File: src/gcmd_pkg.sv
`default_nettype none
package gcmd_pkg;
    // ------------------------------------------------------------
    // register indices on the device-side register port
    // ------------------------------------------------------------
    localparam logic [3:0] IDX_X_ACCEL_OFFSET = 4'h0;
    localparam logic [3:0] IDX_Y_ACCEL_OFFSET = 4'h1;
    localparam logic [3:0] IDX_X_INCLINE_OFFSET = 4'h2;
    localparam logic [3:0] IDX_Y_INCLINE_OFFSET = 4'h3;
    localparam logic [3:0] IDX_ROTATION_OFFSET = 4'h4;
    localparam logic [3:0] IDX_COMMAND = 4'h5;
    localparam logic [3:0] IDX_STATUS = 4'h6;
    localparam logic [3:0] IDX_DAC_DATA = 4'h7;
    localparam int NUM_OFFSETS = 5;
    // ------------------------------------------------------------
    // command bits and field layout
    // ------------------------------------------------------------
    localparam int CMD_AUTONULL = 0;
    localparam int CMD_FACTORY_RESTORE = 1;
    localparam int CMD_DAC_LATCH = 2;
    localparam int CMD_FLASH_UPDATE = 3;
    localparam int CMD_CLEAR_STATUS = 4;
    localparam int CMD_SOFT_RESET = 7;
    localparam int STAT_FLASH_ERR = 2;
    localparam int OFFSET_MSB = 13;
    localparam logic [15:0] OFFSET_RESET = 16'h0000;
    localparam logic [15:0] OFFSET_MASK = 16'h3fff;
    localparam logic [15:0] DAC_RESET = 16'h0000;
    // ------------------------------------------------------------
    // timing: flash update time and reload time
    // ------------------------------------------------------------
    localparam int CLOCK_MHZ = 100;
    localparam int FLASH_UPDATE_MS = 50;
    localparam int FLASH_UPDATE_CYCLES = FLASH_UPDATE_MS * 1000 * CLOCK_MHZ;
    localparam int RELOAD_CYCLES = 4;
    // ------------------------------------------------------------
    // host-side apb register map (byte addresses)
    // ------------------------------------------------------------
    localparam logic [7:0] APB_CMD = 8'h00;
    localparam logic [7:0] APB_ADDR = 8'h04;
    localparam logic [7:0] APB_WDATA = 8'h08;
    localparam logic [7:0] APB_RDATA = 8'h0c;
    localparam logic [7:0] APB_IRQ_STATUS = 8'h10;
    localparam logic [7:0] APB_IRQ_ENABLE = 8'h14;
    localparam logic [7:0] APB_IRQ_CLEAR = 8'h18;
    localparam int HCMD_GO = 0;
    localparam int HCMD_WRITE = 1;
    localparam int IRQ_DONE = 0;
    localparam int IRQ_FLASH_ERR = 1;
endpackage : gcmd_pkg
`default_nettype wire

File: src/gcmd_if.sv
`timescale 1ns/10ps
`default_nettype none
// register port between host controller and device
interface gcmd_if;
    logic req; // one-cycle access request
    logic wr; // 1 = write
    logic [3:0] addr; // register index
    logic [15:0] wdata;
    logic ack; // one-cycle answer
    logic [15:0] rdata;
    logic busy; // device cannot accept requests
    modport device (input req, input wr, input addr, input wdata,
        output ack, output rdata, output busy);
    modport host (output req, output wr, output addr, output wdata,
        input ack, input rdata, input busy);
endinterface : gcmd_if
`default_nettype wire

File: src/gcmd_device.sv
// Overview of operation
// - soft reset reloads registers from flash
// - flash update copies registers, about 50 ms
// - host reads status after flash update time
// - status read clears error; flash refused until
// - host retries flash update after clearing error
// - dac latch copies data; output stable meanwhile
// - host writes dac bytewise then latches; here dac data is written as one 16-bit word
// - autonull loads negated outputs into offsets
// - autonull only at rest, well filtered
// - factory restore zeroes all offset registers
// - accel offsets 14-bit twos complement
// - incline/rotation offsets 14-bit twos complement
//
// Our own choices: the register offsets and the APB interface to the registers.
`timescale 1ns/10ps
`default_nettype none
module gcmd_device #(
    parameter int FLASH_CYCLES = gcmd_pkg::FLASH_UPDATE_CYCLES
) (
    input wire logic i_clock,
    input wire logic i_sys_rst,
    gcmd_if.device bus,
    input wire logic [5*16-1:0] i_raw_data, // raw sensor outputs, 5 words
    input wire logic i_supply_ok, // supply within range for flash write
    output logic [5*16-1:0] o_out_data, // corrected outputs
    output logic [15:0] o_dac_latch, // dac output latch
    output logic o_processor_restart // pulse while reloading
);
    // ------------------------------------------------------------
    // state
    // ------------------------------------------------------------
    typedef enum logic [1:0] {
        ST_RUN = 2'b00,
        ST_FLASH = 2'b01,
        ST_RELOAD = 2'b10
    } state_t;
    state_t state_q, state_d;
    logic [15:0] offset_q [gcmd_pkg::NUM_OFFSETS]; // live offsets
    logic [15:0] flash_q [gcmd_pkg::NUM_OFFSETS]; // nonvolatile copy
    logic [15:0] dac_data_q; // staging register, written as one 16-bit word
    logic [15:0] dac_flash_q;
    logic [15:0] dac_latch_q;
    logic flash_err_q;
    logic [31:0] count_q;
    logic ack_q;
    logic [15:0] rdata_q;
    logic [5*16-1:0] out_q;
    logic restart_q;
    logic busy_q; // registered busy, always equals state_q != ST_RUN
    // ------------------------------------------------------------
    // decode
    // ------------------------------------------------------------
    wire logic acc = bus.req && (state_q == ST_RUN);
    wire logic wr_en = acc && bus.wr;
    wire logic rd_en = acc && !bus.wr;
    wire logic cmd_wr = wr_en && (bus.addr == gcmd_pkg::IDX_COMMAND);
    wire logic do_null = cmd_wr && bus.wdata[gcmd_pkg::CMD_AUTONULL];
    wire logic do_fact = cmd_wr && bus.wdata[gcmd_pkg::CMD_FACTORY_RESTORE];
    wire logic do_latch = cmd_wr && bus.wdata[gcmd_pkg::CMD_DAC_LATCH];
    // flash access refused while error flag stands
    wire logic do_flash = cmd_wr && bus.wdata[gcmd_pkg::CMD_FLASH_UPDATE]
        && !flash_err_q;
    wire logic do_clr = cmd_wr && bus.wdata[gcmd_pkg::CMD_CLEAR_STATUS];
    wire logic do_rst = cmd_wr && bus.wdata[gcmd_pkg::CMD_SOFT_RESET];
    wire logic stat_rd = rd_en && (bus.addr == gcmd_pkg::IDX_STATUS);
    wire logic flash_done = (state_q == ST_FLASH) && (count_q == 32'h0000_0000);
    wire logic flash_fail = flash_done && !i_supply_ok;
    wire logic reload_done = (state_q == ST_RELOAD) && (count_q == 32'h0000_0000);
    // ------------------------------------------------------------
    // next state
    // ------------------------------------------------------------
    always_comb begin
        state_d = state_q;
        unique case (state_q)
            ST_RUN: begin
                if (do_rst) begin
                    state_d = ST_RELOAD;
                end else if (do_flash) begin
                    state_d = ST_FLASH;
                end
            end
            ST_FLASH: begin
                if (flash_done) begin
                    state_d = ST_RUN;
                end
            end
            ST_RELOAD: begin
                if (reload_done) begin
                    state_d = ST_RUN;
                end
            end
            default: begin
                state_d = ST_RUN;
            end
        endcase
    end
    // ------------------------------------------------------------
    // state and timer
    // ------------------------------------------------------------
    always_ff @(posedge i_clock) begin
        if (i_sys_rst) begin
            state_q <= ST_RUN;
            count_q <= 32'h0000_0000;
        end else begin
            state_q <= state_d;
            if (state_q == ST_RUN && do_rst) begin
                count_q <= 32'(gcmd_pkg::RELOAD_CYCLES - 1);
            end else if (state_q == ST_RUN && do_flash) begin
                count_q <= 32'(FLASH_CYCLES - 1);
            end else if (count_q != 32'h0000_0000) begin
                count_q <= count_q - 32'h0000_0001;
            end
        end
    end
    // ------------------------------------------------------------
    // offset registers, one generate lane each
    // ------------------------------------------------------------
    for (genvar g = 0; g < gcmd_pkg::NUM_OFFSETS; g++) begin : g_off
        wire logic sel = wr_en && (bus.addr == 4'(g));
        // negate present output, kept to 14 bits
        wire logic [15:0] neg = (16'h0000 - out_q[g*16 +: 16]) & gcmd_pkg::OFFSET_MASK;
        // sign-extend 14-bit offset to output width
        wire logic [15:0] ext = {{2{offset_q[g][gcmd_pkg::OFFSET_MSB]}},
            offset_q[g][gcmd_pkg::OFFSET_MSB:0]};
        always_ff @(posedge i_clock) begin
            if (i_sys_rst) begin
                offset_q[g] <= gcmd_pkg::OFFSET_RESET;
                flash_q[g] <= gcmd_pkg::OFFSET_RESET;
                out_q[g*16 +: 16] <= 16'h0000;
            end else begin
                if (reload_done) begin
                    offset_q[g] <= flash_q[g];
                end else if (do_fact) begin
                    offset_q[g] <= gcmd_pkg::OFFSET_RESET;
                end else if (do_null) begin
                    offset_q[g] <= neg;
                end else if (sel) begin
                    // upper two bits unused, read as zero
                    offset_q[g] <= bus.wdata & gcmd_pkg::OFFSET_MASK;
                end
                if (flash_done && i_supply_ok) begin
                    flash_q[g] <= offset_q[g];
                end
                out_q[g*16 +: 16] <= i_raw_data[g*16 +: 16] + ext;
            end
        end
    end
    // ------------------------------------------------------------
    // dac staging and latch
    // ------------------------------------------------------------
    always_ff @(posedge i_clock) begin
        if (i_sys_rst) begin
            dac_data_q <= gcmd_pkg::DAC_RESET;
            dac_flash_q <= gcmd_pkg::DAC_RESET;
            dac_latch_q <= gcmd_pkg::DAC_RESET;
        end else begin
            // writes only touch staging, latch holds steady
            if (wr_en && bus.addr == gcmd_pkg::IDX_DAC_DATA) begin
                dac_data_q <= bus.wdata;
            end else if (reload_done) begin
                dac_data_q <= dac_flash_q;
            end
            if (do_latch) begin
                dac_latch_q <= dac_data_q;
            end
            if (flash_done && i_supply_ok) begin
                dac_flash_q <= dac_data_q;
            end
        end
    end
    // ------------------------------------------------------------
    // status flag: set beats clear
    // ------------------------------------------------------------
    always_ff @(posedge i_clock) begin
        if (i_sys_rst) begin
            flash_err_q <= 1'b0;
        end else if (flash_fail) begin
            flash_err_q <= 1'b1;
        end else if (stat_rd || do_clr) begin
            flash_err_q <= 1'b0;
        end
    end
    // ------------------------------------------------------------
    // read path and answer
    // ------------------------------------------------------------
    wire logic [15:0] rd_mux =
        (bus.addr < 4'(gcmd_pkg::NUM_OFFSETS)) ? offset_q[bus.addr[2:0]] :
        (bus.addr == gcmd_pkg::IDX_STATUS) ? {13'h0000, flash_err_q, 2'b00} :
        (bus.addr == gcmd_pkg::IDX_DAC_DATA) ? dac_data_q : 16'h0000;
    always_ff @(posedge i_clock) begin
        if (i_sys_rst) begin
            ack_q <= 1'b0;
            rdata_q <= 16'h0000;
            restart_q <= 1'b0;
            busy_q <= 1'b0;
        end else begin
            ack_q <= acc;
            busy_q <= (state_d != ST_RUN);
            restart_q <= (state_d == ST_RELOAD);
            if (rd_en) begin
                rdata_q <= rd_mux;
            end
        end
    end
    assign bus.ack = ack_q;
    assign bus.rdata = rdata_q;
    assign bus.busy = busy_q;
    assign o_out_data = out_q;
    assign o_dac_latch = dac_latch_q;
    assign o_processor_restart = restart_q;
endmodule : gcmd_device
`default_nettype wire

File: src/flat_wrapper.sv
// flat-port wrapper written by rule: the top's interface ports become plain ports
module gcmd_device_flat 
#(
    parameter int FLASH_CYCLES = gcmd_pkg::FLASH_UPDATE_CYCLES
)
  (i_clock, i_sys_rst, i_raw_data, i_supply_ok, o_out_data, o_dac_latch, o_processor_restart, bus_req, bus_wr, bus_addr, bus_wdata, bus_ack, bus_rdata, bus_busy);
  gcmd_if bus_i ();
  input wire logic i_clock;
  input wire logic i_sys_rst;
  input wire logic [5*16-1:0] i_raw_data;
  input wire logic i_supply_ok;
  output logic [5*16-1:0] o_out_data;
  output logic [15:0] o_dac_latch;
  output logic o_processor_restart;
  input wire logic [$bits(bus_i.req)-1:0] bus_req;
  input wire logic [$bits(bus_i.wr)-1:0] bus_wr;
  input wire logic [$bits(bus_i.addr)-1:0] bus_addr;
  input wire logic [$bits(bus_i.wdata)-1:0] bus_wdata;
  output wire logic [$bits(bus_i.ack)-1:0] bus_ack;
  output wire logic [$bits(bus_i.rdata)-1:0] bus_rdata;
  output wire logic [$bits(bus_i.busy)-1:0] bus_busy;
  assign bus_i.req = bus_req;
  assign bus_i.wr = bus_wr;
  assign bus_i.addr = bus_addr;
  assign bus_i.wdata = bus_wdata;
  assign bus_ack = bus_i.ack;
  assign bus_rdata = bus_i.rdata;
  assign bus_busy = bus_i.busy;
  gcmd_device #(.FLASH_CYCLES(FLASH_CYCLES)) u_core (.i_clock(i_clock), .i_sys_rst(i_sys_rst), .bus(bus_i), .i_raw_data(i_raw_data), .i_supply_ok(i_supply_ok), .o_out_data(o_out_data), .o_dac_latch(o_dac_latch), .o_processor_restart(o_processor_restart));
endmodule
File: config.mk
export PLATFORM = sky130hd
export DESIGN_NAME = gcmd_device_flat
export DESIGN_NICKNAME = d
export VERILOG_FILES = /design/src/gcmd_pkg.sv /design/src/gcmd_if.sv /design/src/gcmd_device.sv /design/src/flat_wrapper.sv
export SDC_FILE = /design/constraint.sdc
export NUM_CORES = 1
export LEC_CHECK = 0
export BUFFER_PORTS_ARGS = -buffer_cell sky130_fd_sc_hd__clkbuf_2
export CAP_MARGIN = 40
export CORE_UTILIZATION = 60
export CTS_CLUSTER_DIAMETER = 150
export DETAILED_ROUTE_END_ITERATION = 6
export GPL_ROUTABILITY_DRIVEN = 0
export MAX_ROUTING_LAYER = met4
export PLACE_DENSITY = 0.92
export SYNTH_ARGS = -nofsm -noshare
export SYNTH_HDL_FRONTEND = slang
export SYNTH_SLANG_ARGS = --single-unit
File: constraint.sdc
create_clock -name i_clock -period 12.4 [get_ports i_clock]
set_input_delay 1.24 -clock i_clock [delete_from_list [all_inputs] [get_ports i_clock]]
set_output_delay 1.24 -clock i_clock [all_outputs]
set_load 0.05 [all_outputs]
# Yosys cells after proc, flatten, opt, wreduce, memory -nomap -nowiden
# Memories as Yosys holds them, arrays and structs flattened.
# Index checks and enable logic that the tools add are counted.
# Widths: inputs -> output; s select.
[word_totals]
register_bits = 182
ram_bits = 160
in_bits = 105
out_inout_bits = 115
elab_cells = 192
memories = 2
[memory_table]
columns = ["name", "words", "word_bits", "rd", "rd_ports_with_merged_regs", "write_ports", "line", "rtl"]
rows = [
  ["u_core.flash_q", 5, 16, 5, 0, 5, "gcmd_device.sv:40", "logic [15:0] flash_q [gcmd_pkg::NUM_OFFSETS];"],
  ["u_core.offset_q", 5, 16, 6, 0, 5, "gcmd_device.sv:39", "logic [15:0] offset_q [gcmd_pkg::NUM_OFFSETS];"],
]
[op_classes]
add_sub_neg = 11
magnitude_cmp = 1
eq_ne = 10
n_mux = 87
bitwise_logic = 25
reduce_logical = 39
[op_table]
columns = ["cell", "n"]
rows = [
  ["$mux 16", 30],
  ["$add 16x16->16", 5],
  ["$sub 1x14->14 const A", 5],
  ["$mux 1", 49],
  ["$mux 23", 2],
  ["$logic_not 32->1", 1],
  ["$reduce_bool 32->1", 1],
  ["$sub 32x1->32 const B", 1],
  ["$or 1x1->1", 25],
  ["$logic_and 1x1->1", 24],
  ["$eq 4x3->1 const B", 4],
  ["$mux 2", 5],
  ["$eq 4x2->1 const B", 2],
  ["$reduce_bool 2->1", 4],
  ["$pmux 2 s3", 1],
  ["$eq 2x2->1 const B", 2],
  ["$eq 4x1->1 const B", 1],
  ["$logic_not 4->1", 1],
  ["$lt 4x3->1 const B", 1],
  ["$logic_not 1->1", 3],
  ["$reduce_bool 3->1", 1],
  ["$reduce_or 3->1", 1],
  ["$eq 2x1->1 const B", 1],
  ["$logic_not 2->1", 1],
  ["2 further kinds", 2],
]

# Logic depth before layout (Yosys ltp)
# Gate-level depths: netlist (run 1).
[logic_depth]
ltp_word = 12
ltp_mapped = 10
ltp_nobuf = 10

# Worst setup path before layout (run 1)
# No wires, ideal clock.
[synth_path]
kind = "reg2reg"
from = "register u_core.count_q[6]"
to = "memory u_core.flash_q[0][0] (enable)"
setup_ns = 0.434
t_arrival_ns = 3.821
required_ns = 11.966
path_slack_ns = 8.146
path_stages_with_launch = 8
path_cell_list = "dfxtp_1 > or4_4 > or4_4 > or2_4 > nor2_2 > a31oi_1 > clkbuf_1 > inv_1"
[synth_rtl]
columns = ["element", "line", "rtl"]
rows = [
  ["start: declaration", "gcmd_device.sv:45", "logic [31:0] count_q;"],
  ["start signal: assignment", "gcmd_device.sv:108", "count_q <= 32'(gcmd_pkg::RELOAD_CYCLES - 1);"],
  ["start signal: assignment", "gcmd_device.sv:110", "count_q <= 32'(FLASH_CYCLES - 1);"],
  ["start signal: assignment", "gcmd_device.sv:112", "count_q <= count_q - 32'h0000_0001;"],
  ["end: declaration", "gcmd_device.sv:40", ""],
]

# Worst setup path in the final report (run 1)
[layout_path]
from = "input bus_addr[0]"
to = "register u_core.count_q[6]"
[layout_between]
elab_chain_len = 6
word_cells_on_any_way = 8
classes_between = "eq/ne: 1; reduce/logical: 7"
[layout_lines]
columns = ["element", "line", "rtl"]
rows = [
  ["start: declaration", "flat_wrapper.sv:17", "input wire logic [$bits(bus_i.addr)-1:0] bus_addr;"],
  ["$eq 4x3->1 *", "gcmd_device.sv:57", "wire logic cmd_wr = wr_en && (bus.addr == gcmd_pkg::IDX_COMMAND);"],
  ["$logic_and 1x1->1 *", "gcmd_device.sv:57", ""],
  ["$logic_and 1x1->1", "gcmd_device.sv:62", "wire logic do_flash = cmd_wr && bus.wdata[gcmd_pkg::CMD_FLASH_UPDATE]"],
  ["$logic_and 1x1->1", "gcmd_device.sv:63", "&& !flash_err_q;"],
  ["$logic_and 1x1->1", "gcmd_device.sv:109", "end else if (state_q == ST_RUN && do_flash) begin"],
  ["$reduce_or 3->1 (no line) *", "n/a", ""],
]
# Every way passes the cells marked *; elsewhere a longest branch is shown, timed or not.
# A chain may end at the register's enable or synchronous reset.

==> metrics.cfg, run 1 <==
[routing]
postRouteAntennaNets=0
detail_route.vias_per_cell=6.46
vias=15200
drc_errors=13
wl_per_cell_um=21.6
first_pass_iters=7
dr.first_iter.drc_count=2377
wirelength_um=50800

[grt]
gr-total-overflow=0
grt_max_degree=97
grt_pass1_vias=14700
grt_pass1_wl_um=78100
grt_use_total_pct=34.2
antenna_found_initial=1

[placement]
place_ws_ps=8010
port-buffer-count=219
place_hpwl_um=35300

[logic_synthesis]
syn_area_um2=17600
synth.largest_area_cell=edfxtp_1
async_flop_share_pct=0
synth_cells=1733
synth.area.top_cells=edfxtp_1 (27%), dfxtp_1 (21%), ha_1 (5.8%)
ys_ff_latch=342
netlist.area_leader.share_pct=27.3
seq_area_frac_synth_pct=48.0
synth_ff_type=dfxtp_1
syn_avg_cell_area_um2=10.2
synth_fp_nets=1925
yosysWarningCount=0
synth_edf_count=160
yosysUniqueCellTypes=67

[worst_setup_path]
cp_common_cell=nand2b_1
worstPathMaxFanout=22
slowest_stage=nand2b_1
startpoint_type=primary input
critPathKind=in2reg
critPathMaxStageDelay_ps=790
crit_family=simple AND/OR/NAND/NOR gates
cp.required_ps=12770
end_kind=register
path_buf_inv=1
critical_path_arrival_ps=4350
path_cells=clkbuf_2 -> nand2b_1 -> nor3_1 -> nand4b_1 -> nand2b_1 -> nor2_1

[timing]
max_slew.worst_pin.slew_ps=924
relSlewSlack_pct=38.4
holdWs_ps=458
drv_slew=0
setup_violations=0
hold_viol=0
min_period_over_period_pct=32.1
fin_setup_tns_ps=0
setup_ws_ps=8420
skew_ps=25.8
period_needed_ps=3980
fmax_mhz=251
rsz0062_at_grt=false

[final_layout]
mostFrequentLayoutCells=clkbuf_2 (218), nor2_1 (189), dfxtp_1 (182)
finish.utilization_pct=70.7
fillers=1913
final_common_cell=clkbuf_2
multi_input_area_um2=8690
drive_gt1_share_pct=17.0
area_delta_synth_final_pct=15.6
fin_nets=2125
regArea_um2=8450

[clock_network]
cts_num_sinks=342
clk_path_buf_depth=3
ctsRootBufferMaster=clkbuf_16
h-tree-depth=2
postCtsHoldBufs=0
post_cts_buffers=0
cts-buffers-inserted=36
clk_latency_ps=540
tritoncts=done
clkTransAtPathRegs_ps=60
cts-resized-gates=0

[power]
power_leakage_nw=8.67
ir_drop_mv=0.111
p_total_mw=3.35
p_per_area_nw_per_um2=165

[outcome]
status=complete, but fails checks
violations=DRC

[flow_run]
drv_cap=0

[floorplan]
dieArea_um2=30100
rows=62
initial_core_util_pct=61.2
io_pins=220
fp.dieW_um=173
die_y_um=173
core_um2=28800

[min_path]
hold_path_class=reg2reg

## power by group
part | internal [mW] | switching [mW] | total, mW
clock | 0.665 | 0.454 | 1.12
combinational | 0.305 | 0.540 | 0.846
sequential | 1.28 | 0.108 | 1.39
total | 2.25 | 1.10 | 3.35
## flip-flops by register name, summed over array words and instances, names as in the netlist, 2 cells and up
signal              cells
u_core.o_dac_latch     16
u_core.o_out_data      80
u_core.state_q          2
u_core.dac_data_q      16
u_core.flash_q         80
u_core.count_q         32
u_core.offset_q        80
u_core.bus.rdata       16
u_core.dac_flash_q     16
## cell usage after synthesis, types with 20 or more instances
library cell and count:
dfxtp_1 182, edfxtp_1 160, xnor2_1 75, inv_1 49
a22oi_1 37, clkbuf_1 59, and2_1 92, ha_1 82
mux2i_1 30, a21oi_1 98, o21ai_0 68, xor2_1 68
a211oi_1 41, nor2_1 190, nor2b_1 29, nand2_1 104
nand2b_1 20, a21o_1 32, nand3_1 20, nor3_1 55
## worst reg2reg max path: stages, from the launching register on
cell	delay (ps)
dfxtp_1	350
or4_4	570
or4_4	450
or2_4	320
nor2_2	390
a31oi_1	150
buf_4	230
inv_2	70
buf_4	310
buf_16	330
## final timing paths
path,from,end,slack [ps],cells past startpoint
hold reg to reg,u_core.o_dac_latch[4],u_core.o_dac_latch[4],460,2
setup / recovery,bus_addr[0],u_core.count_q[6],8420,6
hold / removal,u_core.o_dac_latch[4],u_core.o_dac_latch[4],460,2
setup reg to reg,u_core.count_q[6],u_core.flash_q[4][3],8840,9
## per-stage QoR
| stage | instances | area [µm²] |
|---|---|---|
| 2_1_floorplan | 1733 | 17600 |
| 3_3_place_gp | 2273 | 19000 |
| 3_5_place_dp | 2279 | 19100 |
| 4_1_cts | 2345 | 20400 |
| 5_1_grt | 2346 | 20400 |
| 6_report | 2347 | 20400 |
## area by class of cell
cell class | instances | share of cell area, %
antenna | 2 | 0.0246
clock buffer | 49 | 5.02
clock inverter | 17 | 0.977
inverter | 49 | 0.903
multi-input combinational | 1263 | 42.7
sequential | 342 | 41.5
tap | 384 | 2.36
timing repair buffer | 241 | 6.51
## metal layers
layer | vias up | routed length [µm] | track usage (%)
li1 | 6730 | - | -
met1 | 7090 | 18200 | 41.0
met2 | 1083 | 23400 | 54.4
met3 | 258 | 5860 | 6.14
met4 | 0 | 3240 | 19.5
met5 | - | 0 | -
## cell families after synthesis
kind of cell,count (synthesis),synth area share (%)
XOR/XNOR,143,7.11
adder cells (fa/ha/maj),87,6.39
flip-flops,342,48.0
buffers and inverters,128,2.88
AND/OR/NAND/NOR,607,17.4
AO/OA/AOI/OAI,378,14.4
multiplexers,48,3.88
Power figures use the tool's default switching activity.
==> inputs of run 2 (changes only) <==
ABC_AREA = 1   (was not set)
clock period = 3.8 ns   (was 12.4 ns; I/O delays follow)
==> metrics.cfg, run 2 <==
[outcome]
status=complete, but fails checks
violations=DRC

[logic_synthesis]
seq_area_frac_synth_pct=43.6
ys_ff_latch=342
netlist.area_leader.share_pct=24.8
synth_cells=2460
synth_fp_nets=2652
async_flop_share_pct=0
yosysWarningCount=0
synth_common_cells=nand2_1 (408), inv_1 (311), nor2_1 (303), a21oi_1 (237), dfxtp_1 (182)
synth_most_common_cell=nand2_1
syn_area_um2=19400
synth.largest_area_cell=edfxtp_1
syn_avg_cell_area_um2=7.88
synth_ff_type=dfxtp_1
synth.area.top_cells=edfxtp_1 (25%), dfxtp_1 (19%), nand2_1 (7.9%)
synth_edf_count=160
yosysUniqueCellTypes=51

[flow_run]
drv_cap=0

[final_layout]
drive_gt1_share_pct=14.4
multi_input_area_um2=9370
finish.utilization_pct=69.3
fillers=2230
area_delta_synth_final_pct=13.2
final_common_cell=nand2_1
mostFrequentLayoutCells=nand2_1 (407), inv_1 (311), nor2_1 (303)
final_cell_area_um2=21900
regArea_um2=8450
fin_nets=2854

[worst_setup_path]
end_kind=register
path_cells=inv_1 -> ha_1 -> nand2_1 -> nor2_1 -> nand2_2 -> nor2_8 -> nand2_2 -> nand4_1 -> nand4_1
critPathKind=reg2reg
worstPathMaxFanout=16
critPathMaxStageDelay_ps=720
critical_path_arrival_ps=3020
startpoint_type=register
cp.required_ps=3800
rr_worst_depth=9
slowest_stage=nand4_1

[timing]
skew_ps=15.5
fmax_mhz=331
setup_violations=0
max_slew.worst_pin.slew_ps=984
rsz0062_at_grt=false
hold_viol=0
fin_setup_tns_ps=0
period_needed_ps=3020
min_period_over_period_pct=79.6
relSlewSlack_pct=33.8
drv_slew=0

[grt]
top_usage_layer=met2
grt_use_total_pct=38.4
grtUsageMet2_pct=57.4
use_met3_pct=10.0
grt_max_degree=89
grt_pass1_wl_um=96000
grt_use_met1_pct=46.5
grt_pass1_vias=18200
gr-total-overflow=0
antenna_found_initial=6

[floorplan]
fp.dieW_um=182
dieArea_um2=33000
core_um2=31600
die_y_um=182
rows=65
io_pins=220
initial_core_util_pct=61.3

[clock_network]
clkTransAtPathRegs_ps=70
postCtsHoldBufs=0
clk_path_buf_depth=3
clk_latency_ps=530
cts_num_sinks=342
post_cts_buffers=0
h-tree-depth=2
cts-resized-gates=0
cts-buffers-inserted=36
ctsRootBufferMaster=clkbuf_16
tritoncts=done

[routing]
vias=19400
drc_errors=23
postRouteAntennaNets=0
first_pass_iters=7
wirelength_um=61800
dr.first_iter.drc_count=2947
detail_route.vias_per_cell=6.28
wl_per_cell_um=20.0

[placement]
place_hpwl_um=44100
dpl_cell_area_um2=20800
port-buffer-count=219

[power]
ir_drop_mv=0.543
p_total_mw=12.0
p_per_area_nw_per_um2=547
power_leakage_nw=9.89

[min_path]
hold_path_class=in2reg
hold_path_depth=3

-- run 2: changes by cell type after synthesis, moves of 48 or more --
| cell | before | now |
|---|---|---|
| a21oi_1 | 98 | 237 |
| o21ai_0 | 68 | 159 |
| nand3_1 | 20 | 156 |
| nand2_1 | 104 | 408 |
| nor2_2 | 1 | 49 |
| nor2_1 | 190 | 303 |
| xnor2_1 | 75 | 26 |
| and2_1 | 92 | 1 |
| inv_1 | 49 | 311 |
-- run 2: kinds of logic after synthesis --
family                     share of synthesized area, %
buffers and inverters                              8.15
AOI/OAI and AO/OA                                  15.3
and+or+nand+nor                                    23.5
adders and majority gates                          5.81
DFF                                                43.6
muxes                                             0.207
xor gates and xnor gates                           3.43
-- run 2: layout make-up --
cell class	count	share of cell area, %
repair buffers	241	5.75
well taps	402	2.29
multi-input cells	1722	42.7
clock buffers	46	4.51
inverters	319	5.47
diodes	7	0.0798
flip-flops and latches	342	38.5
clock inverters	17	0.667
-- run 2: where the power goes --
part	switching, mW	internal, mW	total, mW
clock network	1.51	1.99	3.50
logic	2.77	1.21	3.98
registers	0.334	4.19	4.52
-- run 2: routing by layer --
metal	vias to the layer above	routed length [µm]
li1	8685	-
met1	8760	21700
met2	1637	26800
met3	350	8880
met4	0	4380
met5	-	0
-- run 2: critical path, delay by kind of cell (launching register included) --
family                   cells  cell delay, ps
adder cells (fa/ha/maj)      1             210
AND/OR/NAND/NOR              7            1780
buffers and inverters        1             140
flip-flops                   1             360
-- run 2: final timing paths --
path,start,end,slack (ps)
setup / recovery,u_core.count_q[0],u_core.offset_q[4][15],780
hold / removal,bus_req,u_core.bus.ack,140
setup reg to reg,u_core.count_q[0],u_core.offset_q[4][15],780
hold reg to reg,u_core.o_dac_latch[9],u_core.o_dac_latch[9],450
-- run 2: stage by stage --
stage	hold WS, ps	instances	setup WS (ps)
after floorplan	453	2460	261
after global placement	435	3025	1030
after detailed placement	437	3026	970
after CTS	126	3089	896
after global routing	137	3095	648
final	138	3096	777
